[src/rtl/pai_regs.svh]
// Register offsets, field positions, reset values and timing counts of the PCM audio link
`ifndef PAI_REGS_SVH
`define PAI_REGS_SVH

// ==========================================================================
// Receiver registers
`define PAI_REG_FORMAT 4'h2
`define PAI_REG_PATH 4'h3
`define PAI_REG_PAIR_COUNT 4'h4
`define PAI_REG_ACTIVE 4'h5
`define PAI_FORMAT_RESET 8'h00
`define PAI_PATH_RESET 8'h00
`define PAI_FORMAT_MASK 8'h1F
`define PAI_PATH_MASK 8'hC0

// ==========================================================================
// Field positions
`define PAI_WL_MSB 1
`define PAI_WL_LSB 0
`define PAI_FMT_MSB 3
`define PAI_FMT_LSB 2
`define PAI_LRP_BIT 4
`define PAI_BCP_BIT 6
`define PAI_REV_BIT 7
`define PAI_EN_BIT 7

// ==========================================================================
// Source controller registers
`define PAI_SRC_CTRL 4'h0
`define PAI_SRC_LEFT 4'h1
`define PAI_SRC_RIGHT 4'h2
`define PAI_SRC_STATUS 4'h3
`define PAI_SRC_CTRL_RESET 8'h00
`define PAI_SRC_CTRL_MASK 8'hDF

// ==========================================================================
// Timing and sizes
`define PAI_SYS_CLK_NS 4
`define PAI_SRC_BCK_PERIOD_NS 128
`define PAI_SRC_BCK_HALF (`PAI_SRC_BCK_PERIOD_NS / (2 * `PAI_SYS_CLK_NS))
`define PAI_FIFO_DEPTH 4
`define PAI_FRAME_LAST 6'h3F

`endif

[src/rtl/pai_pkg.sv]
// Types and shared decode functions of the PCM audio link
package pai_pkg;

  // ========================================================================
  // Types
  typedef enum logic [1:0] {PAI_FMT_RJ, PAI_FMT_LJ, PAI_FMT_I2S, PAI_FMT_DSP} pai_fmt_t;
  typedef enum logic {PAI_SRC_IDLE, PAI_SRC_RUN} pai_src_state_t;

  // ========================================================================
  // Decode
  function automatic logic [6:0] pai_wl_bits(input logic [1:0] wl);
    case (wl)
      2'h0: return 7'h10;
      2'h1: return 7'h14;
      2'h2: return 7'h18;
      default: return 7'h20;
    endcase
  endfunction : pai_wl_bits

  // Received word sits in the low bits; result is MSB aligned, zero filled below
  function automatic logic [23:0] pai_align(input logic [31:0] w, input logic [1:0] wl);
    case (wl)
      2'h0: return {w[15:0], 8'h00};
      2'h1: return {w[19:0], 4'h0};
      2'h2: return w[23:0];
      default: return w[31:8];
    endcase
  endfunction : pai_align

endpackage : pai_pkg

[src/rtl/pai_link_if.sv]
// Serial PCM link between the audio source and the receiver
`timescale 1ns/10ps
interface pai_link_if;
  logic bck;
  logic lrc;
  logic sdata;
  modport source (output bck, output lrc, output sdata);
  modport sink (input bck, input lrc, input sdata);
endinterface : pai_link_if

[src/rtl/pai_fifo.sv]
// Small synchronous FIFO with valid/ready on both sides
`timescale 1ns/10ps
module pai_fifo #(
  parameter int WIDTH = 64,
  parameter int DEPTH = 4
) (
  input wire logic clk,
  input wire logic rst,
  input wire logic in_valid,
  output logic in_ready,
  input wire logic [WIDTH-1:0] in_data,
  output logic out_valid,
  input wire logic out_ready,
  output logic [WIDTH-1:0] out_data,
  output logic [$clog2(DEPTH+1)-1:0] level
);
  // DEPTH must be a power of two so the pointers wrap on their own
  localparam int AW = $clog2(DEPTH);
  localparam int CW = $clog2(DEPTH+1);

  logic [WIDTH-1:0] mem [DEPTH];
  logic [AW-1:0] wr_ptr;
  logic [AW-1:0] rd_ptr;
  logic [CW-1:0] count;
  wire push = in_valid && in_ready;
  wire pop = out_valid && out_ready;

  assign in_ready = count != CW'(DEPTH);
  assign out_valid = count != '0;
  assign out_data = mem[rd_ptr];
  assign level = count;

  always_ff @(posedge clk) begin
    if (push) begin
      mem[wr_ptr] <= in_data;
    end
  end

  always_ff @(posedge clk or posedge rst) begin
    if (rst) begin
      wr_ptr <= '0;
      rd_ptr <= '0;
      count <= '0;
    end else begin
      if (push) wr_ptr <= wr_ptr + AW'(1);
      if (pop) rd_ptr <= rd_ptr + AW'(1);
      count <= count + CW'(push) - CW'(pop);
    end
  end
endmodule : pai_fifo

[src/rtl/pai_source.sv]
// Audio source end: queues sample pairs and drives the serial PCM link
`include "pai_regs.svh"
`timescale 1ns/10ps
module pai_source import pai_pkg::*; #(
  parameter int BCK_HALF = `PAI_SRC_BCK_HALF
) (
  input wire logic SYS_CLK,
  input wire logic RST,
  pai_link_if.source LINK,
  input wire logic [3:0] REG_ADDR,
  input wire logic [31:0] REG_WDATA,
  input wire logic REG_WR,
  input wire logic REG_RD,
  output logic [31:0] REG_RDATA
);
  // ========================================================================
  // Registers and queue
  logic [7:0] ctrl;
  logic [31:0] left_stage;
  logic overflow;
  logic underrun;
  logic fifo_in_ready;
  logic fifo_out_valid;
  logic [63:0] fifo_out_data;
  logic [2:0] fifo_level;
  wire wr_ctrl = REG_WR && REG_ADDR == `PAI_SRC_CTRL;
  wire push = REG_WR && REG_ADDR == `PAI_SRC_RIGHT;
  wire rd_status = REG_RD && REG_ADDR == `PAI_SRC_STATUS;
  // Right justified with 32-bit words is never programmed
  wire ctrl_ok = !(REG_WDATA[`PAI_FMT_MSB:`PAI_FMT_LSB] == 2'h0 && REG_WDATA[`PAI_WL_MSB:`PAI_WL_LSB] == 2'h3);

  // ========================================================================
  // Bit clock divider and frame position
  pai_src_state_t state;
  logic [7:0] div_cnt;
  logic [5:0] pos;
  logic bck;
  logic lrc;
  logic sdata;
  pai_fmt_t act_fmt;
  logic [1:0] act_wl;
  logic act_lrp;
  logic act_bcp;
  logic [31:0] frame_l;
  logic [31:0] frame_r;
  wire toggle = state == PAI_SRC_RUN && div_cnt == 8'(BCK_HALF - 1);
  // Data and frame select change on the edge opposite to the sampling one
  wire launch = toggle && (~bck == act_bcp);
  wire frame_start = launch && pos == 6'h00;
  wire stop = frame_start && !ctrl[`PAI_EN_BIT];
  wire pop = frame_start && !stop;
  wire [31:0] load_l = fifo_out_valid ? fifo_out_data[63:32] : 32'h0;
  wire [31:0] load_r = fifo_out_valid ? fifo_out_data[31:0] : 32'h0;
  // A new frame picks up its format only at its own start
  wire pai_fmt_t cur_fmt = frame_start ? pai_fmt_t'(ctrl[`PAI_FMT_MSB:`PAI_FMT_LSB]) : act_fmt;
  wire [1:0] cur_wl = frame_start ? ctrl[`PAI_WL_MSB:`PAI_WL_LSB] : act_wl;
  wire cur_lrp = frame_start ? ctrl[`PAI_LRP_BIT] : act_lrp;
  wire [31:0] cur_l = frame_start ? load_l : frame_l;
  wire [31:0] cur_r = frame_start ? load_r : frame_r;

  // ========================================================================
  // Bit selection, MSB first
  wire [7:0] wl8 = {1'b0, pai_wl_bits(cur_wl)};
  wire [7:0] k = {3'h0, pos[4:0]};
  wire [7:0] d_dsp = {2'h0, pos} - {7'h00, cur_lrp};
  // A 32-bit I2S word spills its last bit into the first edge of the next slot
  wire i2s_wrap = cur_fmt == PAI_FMT_I2S && pos[4:0] == 5'h00;
  wire [7:0] d_i2s = i2s_wrap ? 8'h1F : k - 8'h01;
  wire [7:0] d_slot = cur_fmt == PAI_FMT_LJ ? k : cur_fmt == PAI_FMT_I2S ? d_i2s : k + wl8 - 8'h20;
  wire dsp_second = cur_fmt == PAI_FMT_DSP && d_dsp >= wl8 && !d_dsp[7];
  // Right word follows the left one with no spare edges
  wire [7:0] d = cur_fmt == PAI_FMT_DSP ? (dsp_second ? d_dsp - wl8 : d_dsp) : d_slot;
  wire [31:0] prev_word = pos[5] ? cur_l : frame_r;
  wire [31:0] slot_word = (cur_fmt == PAI_FMT_DSP ? dsp_second : pos[5]) ? cur_r : cur_l;
  wire [31:0] word = i2s_wrap ? prev_word : slot_word;
  wire bit_valid = !d[7] && d < wl8;
  wire next_sdata = bit_valid && word[5'd31 - d[4:0]];
  wire slot_lrc = (pos[5] ^ (cur_fmt != PAI_FMT_I2S)) ^ cur_lrp;
  wire next_lrc = cur_fmt == PAI_FMT_DSP ? pos == 6'h00 : slot_lrc;

  pai_fifo #(.WIDTH(64), .DEPTH(`PAI_FIFO_DEPTH)) u_fifo (
    .clk(SYS_CLK),
    .rst(RST),
    .in_valid(push),
    .in_ready(fifo_in_ready),
    .in_data({left_stage, REG_WDATA}),
    .out_valid(fifo_out_valid),
    .out_ready(pop),
    .out_data(fifo_out_data),
    .level(fifo_level)
  );

  assign LINK.bck = bck;
  assign LINK.lrc = lrc;
  assign LINK.sdata = sdata;

  wire [31:0] status = {25'h0, fifo_level, underrun, overflow, !fifo_out_valid, !fifo_in_ready};

  always_ff @(posedge SYS_CLK or posedge RST) begin
    if (RST) begin
      ctrl <= `PAI_SRC_CTRL_RESET;
      left_stage <= 32'h0;
      overflow <= 1'b0;
      underrun <= 1'b0;
      REG_RDATA <= 32'h0;
    end else begin
      if (wr_ctrl && ctrl_ok) ctrl <= REG_WDATA[7:0] & `PAI_SRC_CTRL_MASK;
      if (REG_WR && REG_ADDR == `PAI_SRC_LEFT) left_stage <= REG_WDATA;
      // Setting beats the clear done by reading status
      overflow <= (push && !fifo_in_ready) || (overflow && !rd_status);
      underrun <= (pop && !fifo_out_valid) || (underrun && !rd_status);
      REG_RDATA <= !REG_RD ? 32'h0 : REG_ADDR == `PAI_SRC_CTRL ? {24'h0, ctrl} :
                   REG_ADDR == `PAI_SRC_LEFT ? left_stage : rd_status ? status : 32'h0;
    end
  end

  always_ff @(posedge SYS_CLK or posedge RST) begin
    if (RST) begin
      state <= PAI_SRC_IDLE;
      div_cnt <= 8'h00;
      pos <= 6'h00;
      bck <= 1'b1;
      lrc <= 1'b0;
      sdata <= 1'b0;
      act_bcp <= 1'b0;
    end else if (state == PAI_SRC_IDLE) begin
      bck <= ~ctrl[`PAI_BCP_BIT];
      div_cnt <= 8'h00;
      pos <= 6'h00;
      act_bcp <= ctrl[`PAI_BCP_BIT];
      if (ctrl[`PAI_EN_BIT]) state <= PAI_SRC_RUN;
    end else begin
      div_cnt <= toggle ? 8'h00 : div_cnt + 8'h01;
      if (stop) begin
        state <= PAI_SRC_IDLE;
      end else if (toggle) begin
        bck <= ~bck;
      end
      if (launch && !stop) begin
        pos <= pos + 6'h01;
        sdata <= next_sdata;
        lrc <= next_lrc;
      end
    end
  end

  always_ff @(posedge SYS_CLK or posedge RST) begin
    if (RST) begin
      act_fmt <= PAI_FMT_RJ;
      act_wl <= 2'h0;
      act_lrp <= 1'b0;
      frame_l <= 32'h0;
      frame_r <= 32'h0;
    end else if (pop) begin
      act_fmt <= cur_fmt;
      act_wl <= cur_wl;
      act_lrp <= cur_lrp;
      frame_l <= load_l;
      frame_r <= load_r;
    end
  end
endmodule : pai_source

[src/flat_wrapper.sv]
// flat-port wrapper written by rule: the top's interface ports become plain ports
module pai_source_flat import pai_pkg::*;
#(
  parameter int BCK_HALF = `PAI_SRC_BCK_HALF
)
  (SYS_CLK, RST, REG_ADDR, REG_WDATA, REG_WR, REG_RD, REG_RDATA, LINK_bck, LINK_lrc, LINK_sdata);
  pai_link_if LINK_i ();
  input wire logic SYS_CLK;
  input wire logic RST;
  input wire logic [3:0] REG_ADDR;
  input wire logic [31:0] REG_WDATA;
  input wire logic REG_WR;
  input wire logic REG_RD;
  output logic [31:0] REG_RDATA;
  output wire logic [$bits(LINK_i.bck)-1:0] LINK_bck;
  output wire logic [$bits(LINK_i.lrc)-1:0] LINK_lrc;
  output wire logic [$bits(LINK_i.sdata)-1:0] LINK_sdata;
  assign LINK_bck = LINK_i.bck;
  assign LINK_lrc = LINK_i.lrc;
  assign LINK_sdata = LINK_i.sdata;
  pai_source #(.BCK_HALF(BCK_HALF)) u_core (.SYS_CLK(SYS_CLK), .RST(RST), .LINK(LINK_i), .REG_ADDR(REG_ADDR), .REG_WDATA(REG_WDATA), .REG_WR(REG_WR), .REG_RD(REG_RD), .REG_RDATA(REG_RDATA));
endmodule
[config.mk]
export PLATFORM = sky130hd
export DESIGN_NAME = pai_source_flat
export DESIGN_NICKNAME = d
export VERILOG_FILES = /design/src/rtl/pai_pkg.sv /design/src/rtl/pai_link_if.sv /design/src/rtl/pai_fifo.sv /design/src/rtl/pai_source.sv /design/src/flat_wrapper.sv
export VERILOG_INCLUDE_DIRS = /design/src /design/src/rtl
export SDC_FILE = /design/constraint.sdc
export NUM_CORES = 1
export LEC_CHECK = 0
export ABC_AREA = 1
export BUFFER_PORTS_ARGS = -buffer_cell sky130_fd_sc_hd__buf_2
export CORE_ASPECT_RATIO = 0.5
export CORE_UTILIZATION = 55
export CTS_CLUSTER_DIAMETER = 50
export CTS_CLUSTER_SIZE = 40
export DETAILED_ROUTE_END_ITERATION = 16
export GPL_TIMING_DRIVEN = 0
export PLACE_DENSITY = 0.75
export SYNTH_ARGS = -nofsm -noshare
export SYNTH_HDL_FRONTEND = slang
export SYNTH_SLANG_ARGS = --single-unit
export TNS_END_PERCENT = 20
[constraint.sdc]
create_clock -name SYS_CLK -period 4.6 [get_ports SYS_CLK]
set_input_delay 0 -clock SYS_CLK [delete_from_list [all_inputs] [get_ports SYS_CLK]]
set_output_delay 0 -clock SYS_CLK [all_outputs]
set_load 0.02 [all_outputs]
# Yosys cells after proc, flatten, opt, wreduce, memory -nomap -nowiden
# Memories as Yosys holds them, arrays and structs flattened.
# Cells that the tools add are included.
# op_classes
addsub,12
n_reduce_logical,41
mux,36
bitwise_logic,4
magnitude_cmp,3
n_eq_ne,16
# ops
cell,count
$mux 32,10
$mux 8,7
$logic_and 1x1->1,23
$pmux 6 s3,1
$mux 1,12
$mux 6,2
$add 8x1->8 const B,1
$eq 2x2->1 const B,4
$eq 4x2->1 const B,2
$eq 8x4->1 const B,1
$ge 8x6->1,1
$logic_not 1->1,8
$lt 8x6->1,1
$ne 2x2->1 const B,4
$sub 8x6->8,1
$sub 8x6->8 const B,1
$add 5x6->7,1
$mux 7,1
$sub 6x1->7,1
$add 6x1->6 const B,1
$logic_not 6->1,1
$lt 5x6->1 const B,1
$sub 5x1->6 const B,1
$bmux 1 s5,1
other kinds (17),25
# word_totals
mem_count,1
ram_bits,256
regBits,168
# mem_list
name,depth,width,rd,rd_ports_with_merged_regs,wr,line_no,text
u_core.u_fifo.mem,4,64,1,0,1,pai_fifo.sv:21,logic [WIDTH-1:0] mem [DEPTH];

# Logic depth before layout (Yosys ltp)
# logic_depth
word_depth,16
mapped_depth,32
ltp_nobuf,29

# Cells and area by module
# A second synthesis with hierarchy kept.
# hier_totals
hier_cells,2118
hier_area_um2,19547.5
# by_module_without_submodules
mod,n_inst,area_per_inst_um2,cells_each,seq_area_each_um2
pai_fifo,1,10458.8,872,7862.5
pai_source,1,9088.7,1246,4030.1

# Least setup slack after synthesis
# OpenSTA, ideal clock, no wires.
# synth_timing
path_kind,register to register
startpoint,reg u_core.pos[0]
endpoint,"reg u_core.sdata, in the netlist u_core.LINK.sdata"
setup_slack_ps,10
n_path_buf,4
period_less_slack_ps,4590
arrival_ps,4524
path_stages_with_launch,32
cell_sequence,dfrtp_1 > inv_1 > ha_1 > nand2_2 > nor2_4 > nand3_4 > clkbuf_1 > buf_1 > nand2_1 > nand2_1 > ha_1 > ha_1 > nand2_1 > nor2_1 > inv_1 > nand2_1 > o21ai_0 > ha_1 > a31oi_1 > nand3_2 > nand2_2 > buf_6 > buf_6 > a21oi_1 > o21ai_0 > nand2_1 > ha_1 > a211oi_1 > o211ai_1 > a31oi_1 > nand3_1 > nand2_1
# synth_via
word_cells_on_any_way,45
classes_between,6 x add/sub; 2 x order compare; 5 x eq/ne; 17 x mux; 15 x reduce/logical
# synth_rtl
item,line_no,text
from (decl),pai_source.sv:36,logic [5:0] pos;
from (signal assigned),pai_source.sv:140,pos <= pos + 6'h01;
$logic_not 6->1 (*),pai_source.sv:49,wire frame_start = launch && pos == 6'h00;
$logic_and 1x1->1 (*),pai_source.sv:49,
$mux 1 (*),pai_source.sv:57,wire cur_lrp = frame_start ? ctrl[`PAI_LRP_BIT] : act_lrp;
via u_core.cur_lrp,pai_source.sv:57,
$sub 6x1->7 (*),pai_source.sv:65,"wire [7:0] d_dsp = {2'h0, pos} - {7'h00, cur_lrp};"
$ge 8x6->1,pai_source.sv:70,wire dsp_second = cur_fmt == PAI_FMT_DSP && d_dsp >= wl8 && !d_dsp[7];
$logic_and 1x1->1 (2 in a row),pai_source.sv:70,
$mux 8 or $mux 1 (tied branches),"pai_source.sv:72, pai_source.sv:74",
$mux 8 or $mux 32 (tied branches),"pai_source.sv:72, pai_source.sv:74",
$sub 5x5->5 or $mux 32 (tied branches),"pai_source.sv:77, pai_source.sv:75",
$bmux 1 s5,pai_source.sv:77,wire next_sdata = bit_valid && word[5'd31 - d[4:0]];
$mux 1 (implied by the code),pai_source.sv:77,
$logic_and 1x1->1 (*),pai_source.sv:77,
to (signal assigned),pai_source.sv:141,sdata <= next_sdata;
to (decl),pai_source.sv:39,logic sdata;
# The timed path passes the listed nets; every way through them passes the cells marked *. The select of a mux whose other input is x is not followed.
# A chain may end at the register's enable or synchronous reset.

# Worst setup path after layout
# layout_timing
startpoint,reg u_core.div_cnt[0]
endpoint,"reg u_core.sdata, in the netlist u_core.LINK.sdata"
# layout_via
word_cells_on_any_way,45
classes_between,5 x add/sub; 2 x order compare; 6 x eq/ne; 17 x mux; 15 x reduce/logical
# layout_rtl
item,line_no,text
from (decl),pai_source.sv:35,logic [7:0] div_cnt;
from (signal assigned),pai_source.sv:133,div_cnt <= toggle ? 8'h00 : div_cnt + 8'h01;
$eq 8x4->1 (*),pai_source.sv:46,wire toggle = state == PAI_SRC_RUN && div_cnt == 8'(BCK_HALF - 1);
$logic_and 1x1->1 (*),pai_source.sv:46,
$logic_and 1x1->1 (*),pai_source.sv:48,wire launch = toggle && (~bck == act_bcp);
$logic_and 1x1->1 (*),pai_source.sv:49,
$mux 1 (*),pai_source.sv:57,
via u_core.cur_lrp,pai_source.sv:57,
$sub 6x1->7 (*),pai_source.sv:65,
$ge 8x6->1,pai_source.sv:70,
$logic_and 1x1->1 (2 in a row),pai_source.sv:70,
$mux 8 or $mux 1 (tied branches),"pai_source.sv:72, pai_source.sv:74",
$mux 8 or $mux 32 (tied branches),"pai_source.sv:72, pai_source.sv:74",
$sub 5x5->5 or $mux 32 (tied branches),"pai_source.sv:77, pai_source.sv:75",
$bmux 1 s5,pai_source.sv:77,
$mux 1 (implied by the code),pai_source.sv:77,
$logic_and 1x1->1 (*),pai_source.sv:77,
# Marked as above.

==> summary by stage <==
Run status
The run finished with clean final reports.

Critical path
The number of cells traversed by the worst register-to-register path is 26. The worst register-to-register path has a setup slack of 210 ps. The worst register-to-register path begins at u_core.div_cnt[0]. The worst setup path is captured at a flip-flop. Of all nets on the critical path, the largest fanout is 10. The most critical setup path has its endpoint at u_core.LINK.sdata. The most critical setup path has its startpoint at u_core.div_cnt[0].

In this run the critical register-to-register path is captured at u_core.LINK.sdata. The worst setup path is launched from a flip-flop. At the worst endpoint, the required time is 5110 ps. The setup path with the least slack is of type reg2reg. For the worst setup path, the data arrival time is 4890 ps.

Floorplanning
The chip height is 134 um. The floorplan has 47 rows. The initial core utilization is 56.8%. The floorplan step defined a die boundary enclosing 0.0356 mm^2. The core region is 0.0336 mm^2. 75 I/O pins were placed. The overall die width is 266 um.

Logic synthesis
The synthesized design spends more area on one cell type than any other, namely sky130_fd_sc_hd__edfxtp_1. The total of flip-flops plus latches after synthesis is 424. Summed over its instances, the top area cell type makes up 40.2% of the synthesized netlist area. In the synthesized netlist the dominant register cell turns out to be sky130_fd_sc_hd__edfxtp_1. The warning count from the yosys run is 0. The post-synthesis area per instance is 9.60 um^2. Synthesis produced a netlist whose cell count is 1,992.

Counting every net in the synthesized netlist gives 2,059. After synthesis, the netlist uses 48 different library cells. After synthesis, the share of flip-flops with an asynchronous set or reset is 39.6%. Sorting the synthesized cells by area gives the leading types as sky130_fd_sc_hd__edfxtp_1 (40%), sky130_fd_sc_hd__dfrtp_1 (22%), sky130_fd_sc_hd__nor2_1 (7.7%).

The share of synthesized area occupied by flip-flops and latches is 62.2%. Counting flops with a built-in enable in the synthesized netlist gives 256. The post-synthesis instance area is 0.0191 mm^2.

Timing
The post-route worst setup slack is 215 ps. The number of max-slew violations in the final report is 0. The fmax is 228 MHz. The time the final worst path needs with I/O delays and setup is 4390 ps. For the pin with the worst max-slew slack, the measured transition is 830 ps.

Setup violations remaining at the end of the flow were counted as 0. On the final layout, the worst hold slack is 132 ps. The number of failing hold endpoints at the final stage is 0. The final setup skew is 75.4 ps. Setup repair after global routing left no endpoint under its margin. The period utilization is 95.3%. The relative slew slack is 44.1%.

Pwr
The part of the power in registers is 43.8%. The net switching power is 4.24 mW. The clock network burns 25.9% of the power. The static leakage is 9.28 nW. Net switching is 38.5% of the power.

Power spread over the standard cell area amounts to 493 mW/mm^2. Of the total power, combinational logic draws 30.3%. The total internal power is 6.78 mW. IR analysis of the VDD net gives a maximum drop of 0.279 mV. The overall power after layout is 11.0 mW.

Place
The worst-case setup slack after placement is -1100 ps. Input and output buffers added on the ports amount to 74. The final RePlAce weighted congestion is 0.962. The cell total after placement is 2,540. The HPWL after detailed placement is 38,600 um.

Final layout
Fill cells in the final layout number 2,529. Of the cells placed in the final design, the portion with a size suffix greater than 1 is 11.6%. The area of the multi-input gates is 0.00636 mm^2. Compared with the post-synthesis result, the final layout area differs by 16.8%.

The area occupied by registers is 0.0119 mm^2. After the last flow step, the layout net total stands at 2,253. The count of cells in the finished layout, fillers not included, comes to 2,673.

Run
Across the run, the number of max-cap violations was 0.

Route
The total wire length is 56,400 um. The number of violations reported at the end of detailed-routing iteration 0 is 2,369. The count of unresolved DRC violations after routing is 0.

The total iterations of the first detailed-routing run is 6. The routed via count is 15,490. The count of nets left with antenna violations once routing finished came out at 0. The post-detailed-route via-to-cell ratio is 5.79. The routed wire length per instance is 21.1 um.

CTS
The worst-case clock buffer depth is 3. After clock tree synthesis, the clock-pin slew on the worst setup and hold paths is 130 ps. The clock reaches the later pin of the worst-skew pair after 640 ps. Counting every sink on the clock net gives 424.

Clock tree synthesis inserted a total of 26 buffers. The buffer cell driving the clock tree root is sky130_fd_sc_hd__clkbuf_16. TritonCTS built the clock tree. In this run the number of H-tree levels came out at 1.

Global routing
The first global-routing pass estimated 84,600 um of wire. The number of global-route vias before repair came to 14,557. Entering global routing, the biggest net connects 107 pins. The leftover overflow at the end of global routing is 0. The initial antenna violation count is 4.

The global-route total usage across every layer is 31.8%.

Hold path
The worst min-delay path category is in2reg.
## metrics by stage
stage	setup TNS, ps	utilization, %	area, um^2
global route	0	66.4	22300
finish	0	66.4	22300
CTS	0	65.7	22100
global placement	-771220	59.7	20100
detailed placement	-1100	60.4	20300
floorplan	0	-	19100
## placed cells by master, fill, tap and decap left out, types with 48 or more instances in the layout
master / n
sky130_fd_sc_hd__nor2_1: 388
sky130_fd_sc_hd__o21ai_0: 261
sky130_fd_sc_hd__nand2_1: 260
sky130_fd_sc_hd__edfxtp_1: 256
sky130_fd_sc_hd__dfrtp_1: 165
sky130_fd_sc_hd__a21oi_1: 162
sky130_fd_sc_hd__inv_1: 141
sky130_fd_sc_hd__nand3_1: 107
sky130_fd_sc_hd__buf_2: 83
sky130_fd_sc_hd__clkbuf_1: 78
sky130_fd_sc_hd__dlygate4sd3_1: 48
## Yosys cell counts (2+ instances only)
cell type,number
sky130_fd_sc_hd__a211oi_1,5
sky130_fd_sc_hd__a21oi_1,163
sky130_fd_sc_hd__a31oi_1,9
sky130_fd_sc_hd__buf_1,14
sky130_fd_sc_hd__buf_2,11
sky130_fd_sc_hd__buf_4,2
sky130_fd_sc_hd__buf_6,5
sky130_fd_sc_hd__clkbuf_1,79
sky130_fd_sc_hd__clkinv_1,2
sky130_fd_sc_hd__dfrtp_1,167
sky130_fd_sc_hd__edfxtp_1,256
sky130_fd_sc_hd__fa_1,3
sky130_fd_sc_hd__ha_1,24
sky130_fd_sc_hd__inv_1,146
sky130_fd_sc_hd__inv_2,7
sky130_fd_sc_hd__nand2_1,262
sky130_fd_sc_hd__nand2_2,8
sky130_fd_sc_hd__nand2_4,2
sky130_fd_sc_hd__nand3_1,109
sky130_fd_sc_hd__nand3_2,2
sky130_fd_sc_hd__nand3b_1,3
sky130_fd_sc_hd__nand4_1,3
sky130_fd_sc_hd__nor2_1,393
sky130_fd_sc_hd__nor2_2,3
sky130_fd_sc_hd__nor2_4,5
sky130_fd_sc_hd__nor3_1,3
sky130_fd_sc_hd__nor3b_1,2
sky130_fd_sc_hd__o211ai_1,2
sky130_fd_sc_hd__o21a_1,2
sky130_fd_sc_hd__o21ai_0,263
sky130_fd_sc_hd__o31ai_1,2
sky130_fd_sc_hd__or2_2,2
sky130_fd_sc_hd__xnor2_1,4
sky130_fd_sc_hd__xor2_1,15
## repair_timing
item / 4_1_cts / 5_1_grt
setup endpoints to repair: 1 / 1
pin swaps: 12 / 14
buffers inserted: 21 / 18
endpoints found under the hold margin: 347 / 0
gates resized for setup: 25 / 23
hold buffers: 48 / 0
## how the worst min path moves through the flow
| stage | start | end | depth (start not counted) |
|---|---|---|---|
| 3_3_place_gp | REG_WDATA[8] | u_core.u_fifo.mem[2][8] | 1 |
| 6_report | REG_WDATA[22] | u_core.u_fifo.mem[2][22] | 2 |
| 5_1_grt | REG_WDATA[22] | u_core.u_fifo.mem[2][22] | 2 |
| 4_1_cts | REG_WDATA[22] | u_core.u_fifo.mem[2][22] | 2 |
| 3_5_place_dp | RST | u_core.act_bcp | 2 |
| 2_1_floorplan | REG_WDATA[0] | u_core.u_fifo.mem[0][0] | 0 |
## power by group through the flow
stage          logic [mW]  clock network (mW)  registers (mW)
6_report             3.33                2.85            4.83
4_1_cts              3.12                2.86            4.80
5_1_grt              3.66                3.01            4.86
2_1_floorplan        1.93                   0            4.79
3_3_place_gp         2.89                   0            4.87
3_5_place_dp         2.96                   0            4.88
## logic make-up after synthesis
logic type | share of synthesized area [%]
buffers and inverters | 5.57
muxes | 0.0589
AOI/OAI and AO/OA | 12.2
DFF | 62.2
and+or+nand+nor | 17.2
xor gates and xnor gates | 0.870
adders and majority gates | 1.88
## critical path, stage by stage, from the launching register on
cell and delay [ps]:
sky130_fd_sc_hd__dfrtp_1 430, sky130_fd_sc_hd__ha_4 180, sky130_fd_sc_hd__nand3_4 90, sky130_fd_sc_hd__nor2_4 160, sky130_fd_sc_hd__nand3_4 170, sky130_fd_sc_hd__clkinv_8 70
sky130_fd_sc_hd__nand2_1 70, sky130_fd_sc_hd__nand2_2 120, sky130_fd_sc_hd__ha_4 170, sky130_fd_sc_hd__nand3_1 130, sky130_fd_sc_hd__xor2_2 220, sky130_fd_sc_hd__inv_1 110
sky130_fd_sc_hd__ha_4 280, sky130_fd_sc_hd__nand4_1 100, sky130_fd_sc_hd__nand3b_1 190, sky130_fd_sc_hd__nand3_2 130, sky130_fd_sc_hd__nand2_4 80, sky130_fd_sc_hd__buf_12 130
sky130_fd_sc_hd__buf_8 130, sky130_fd_sc_hd__o21ai_0 170, sky130_fd_sc_hd__nand2_1 80, sky130_fd_sc_hd__ha_1 330, sky130_fd_sc_hd__a211oi_2 180, sky130_fd_sc_hd__o211ai_1 110
sky130_fd_sc_hd__a31oi_1 240, sky130_fd_sc_hd__nand3_2 140, sky130_fd_sc_hd__nand2_1 80
## routing by layer
layer	share of wire [%]	vias to the layer above	GRT usage (%)
li1	-	7052	-
met5	0.021	-	0
met2	43	969	46.3
met3	15	126	12.2
met1	39	7341	44.0
met4	3.2	2	10.5
## state kept, by name, indices dropped and copies added (netlist names), 3 cells and up
signal and flops:
u_core.REG_RDATA 32, u_core.ctrl 7, u_core.div_cnt 8, u_core.frame_l 32
u_core.frame_r 32, u_core.left_stage 32, u_core.pos 6, u_core.u_fifo.level 3
u_core.u_fifo.mem 256
## layout make-up
type,instances,area share [%]
Antenna cell,2,0.0224
Clock buffer,27,2.93
Buffer,107,2.14
Sequential cell,424,53.2
Inverter,156,2.71
Tap cell,465,2.60
Clock inverter,21,1.85
Timing Repair Buffer,170,6.03
Multi-Input combinational cell,1301,28.5
Power figures use the tool's default switching activity.
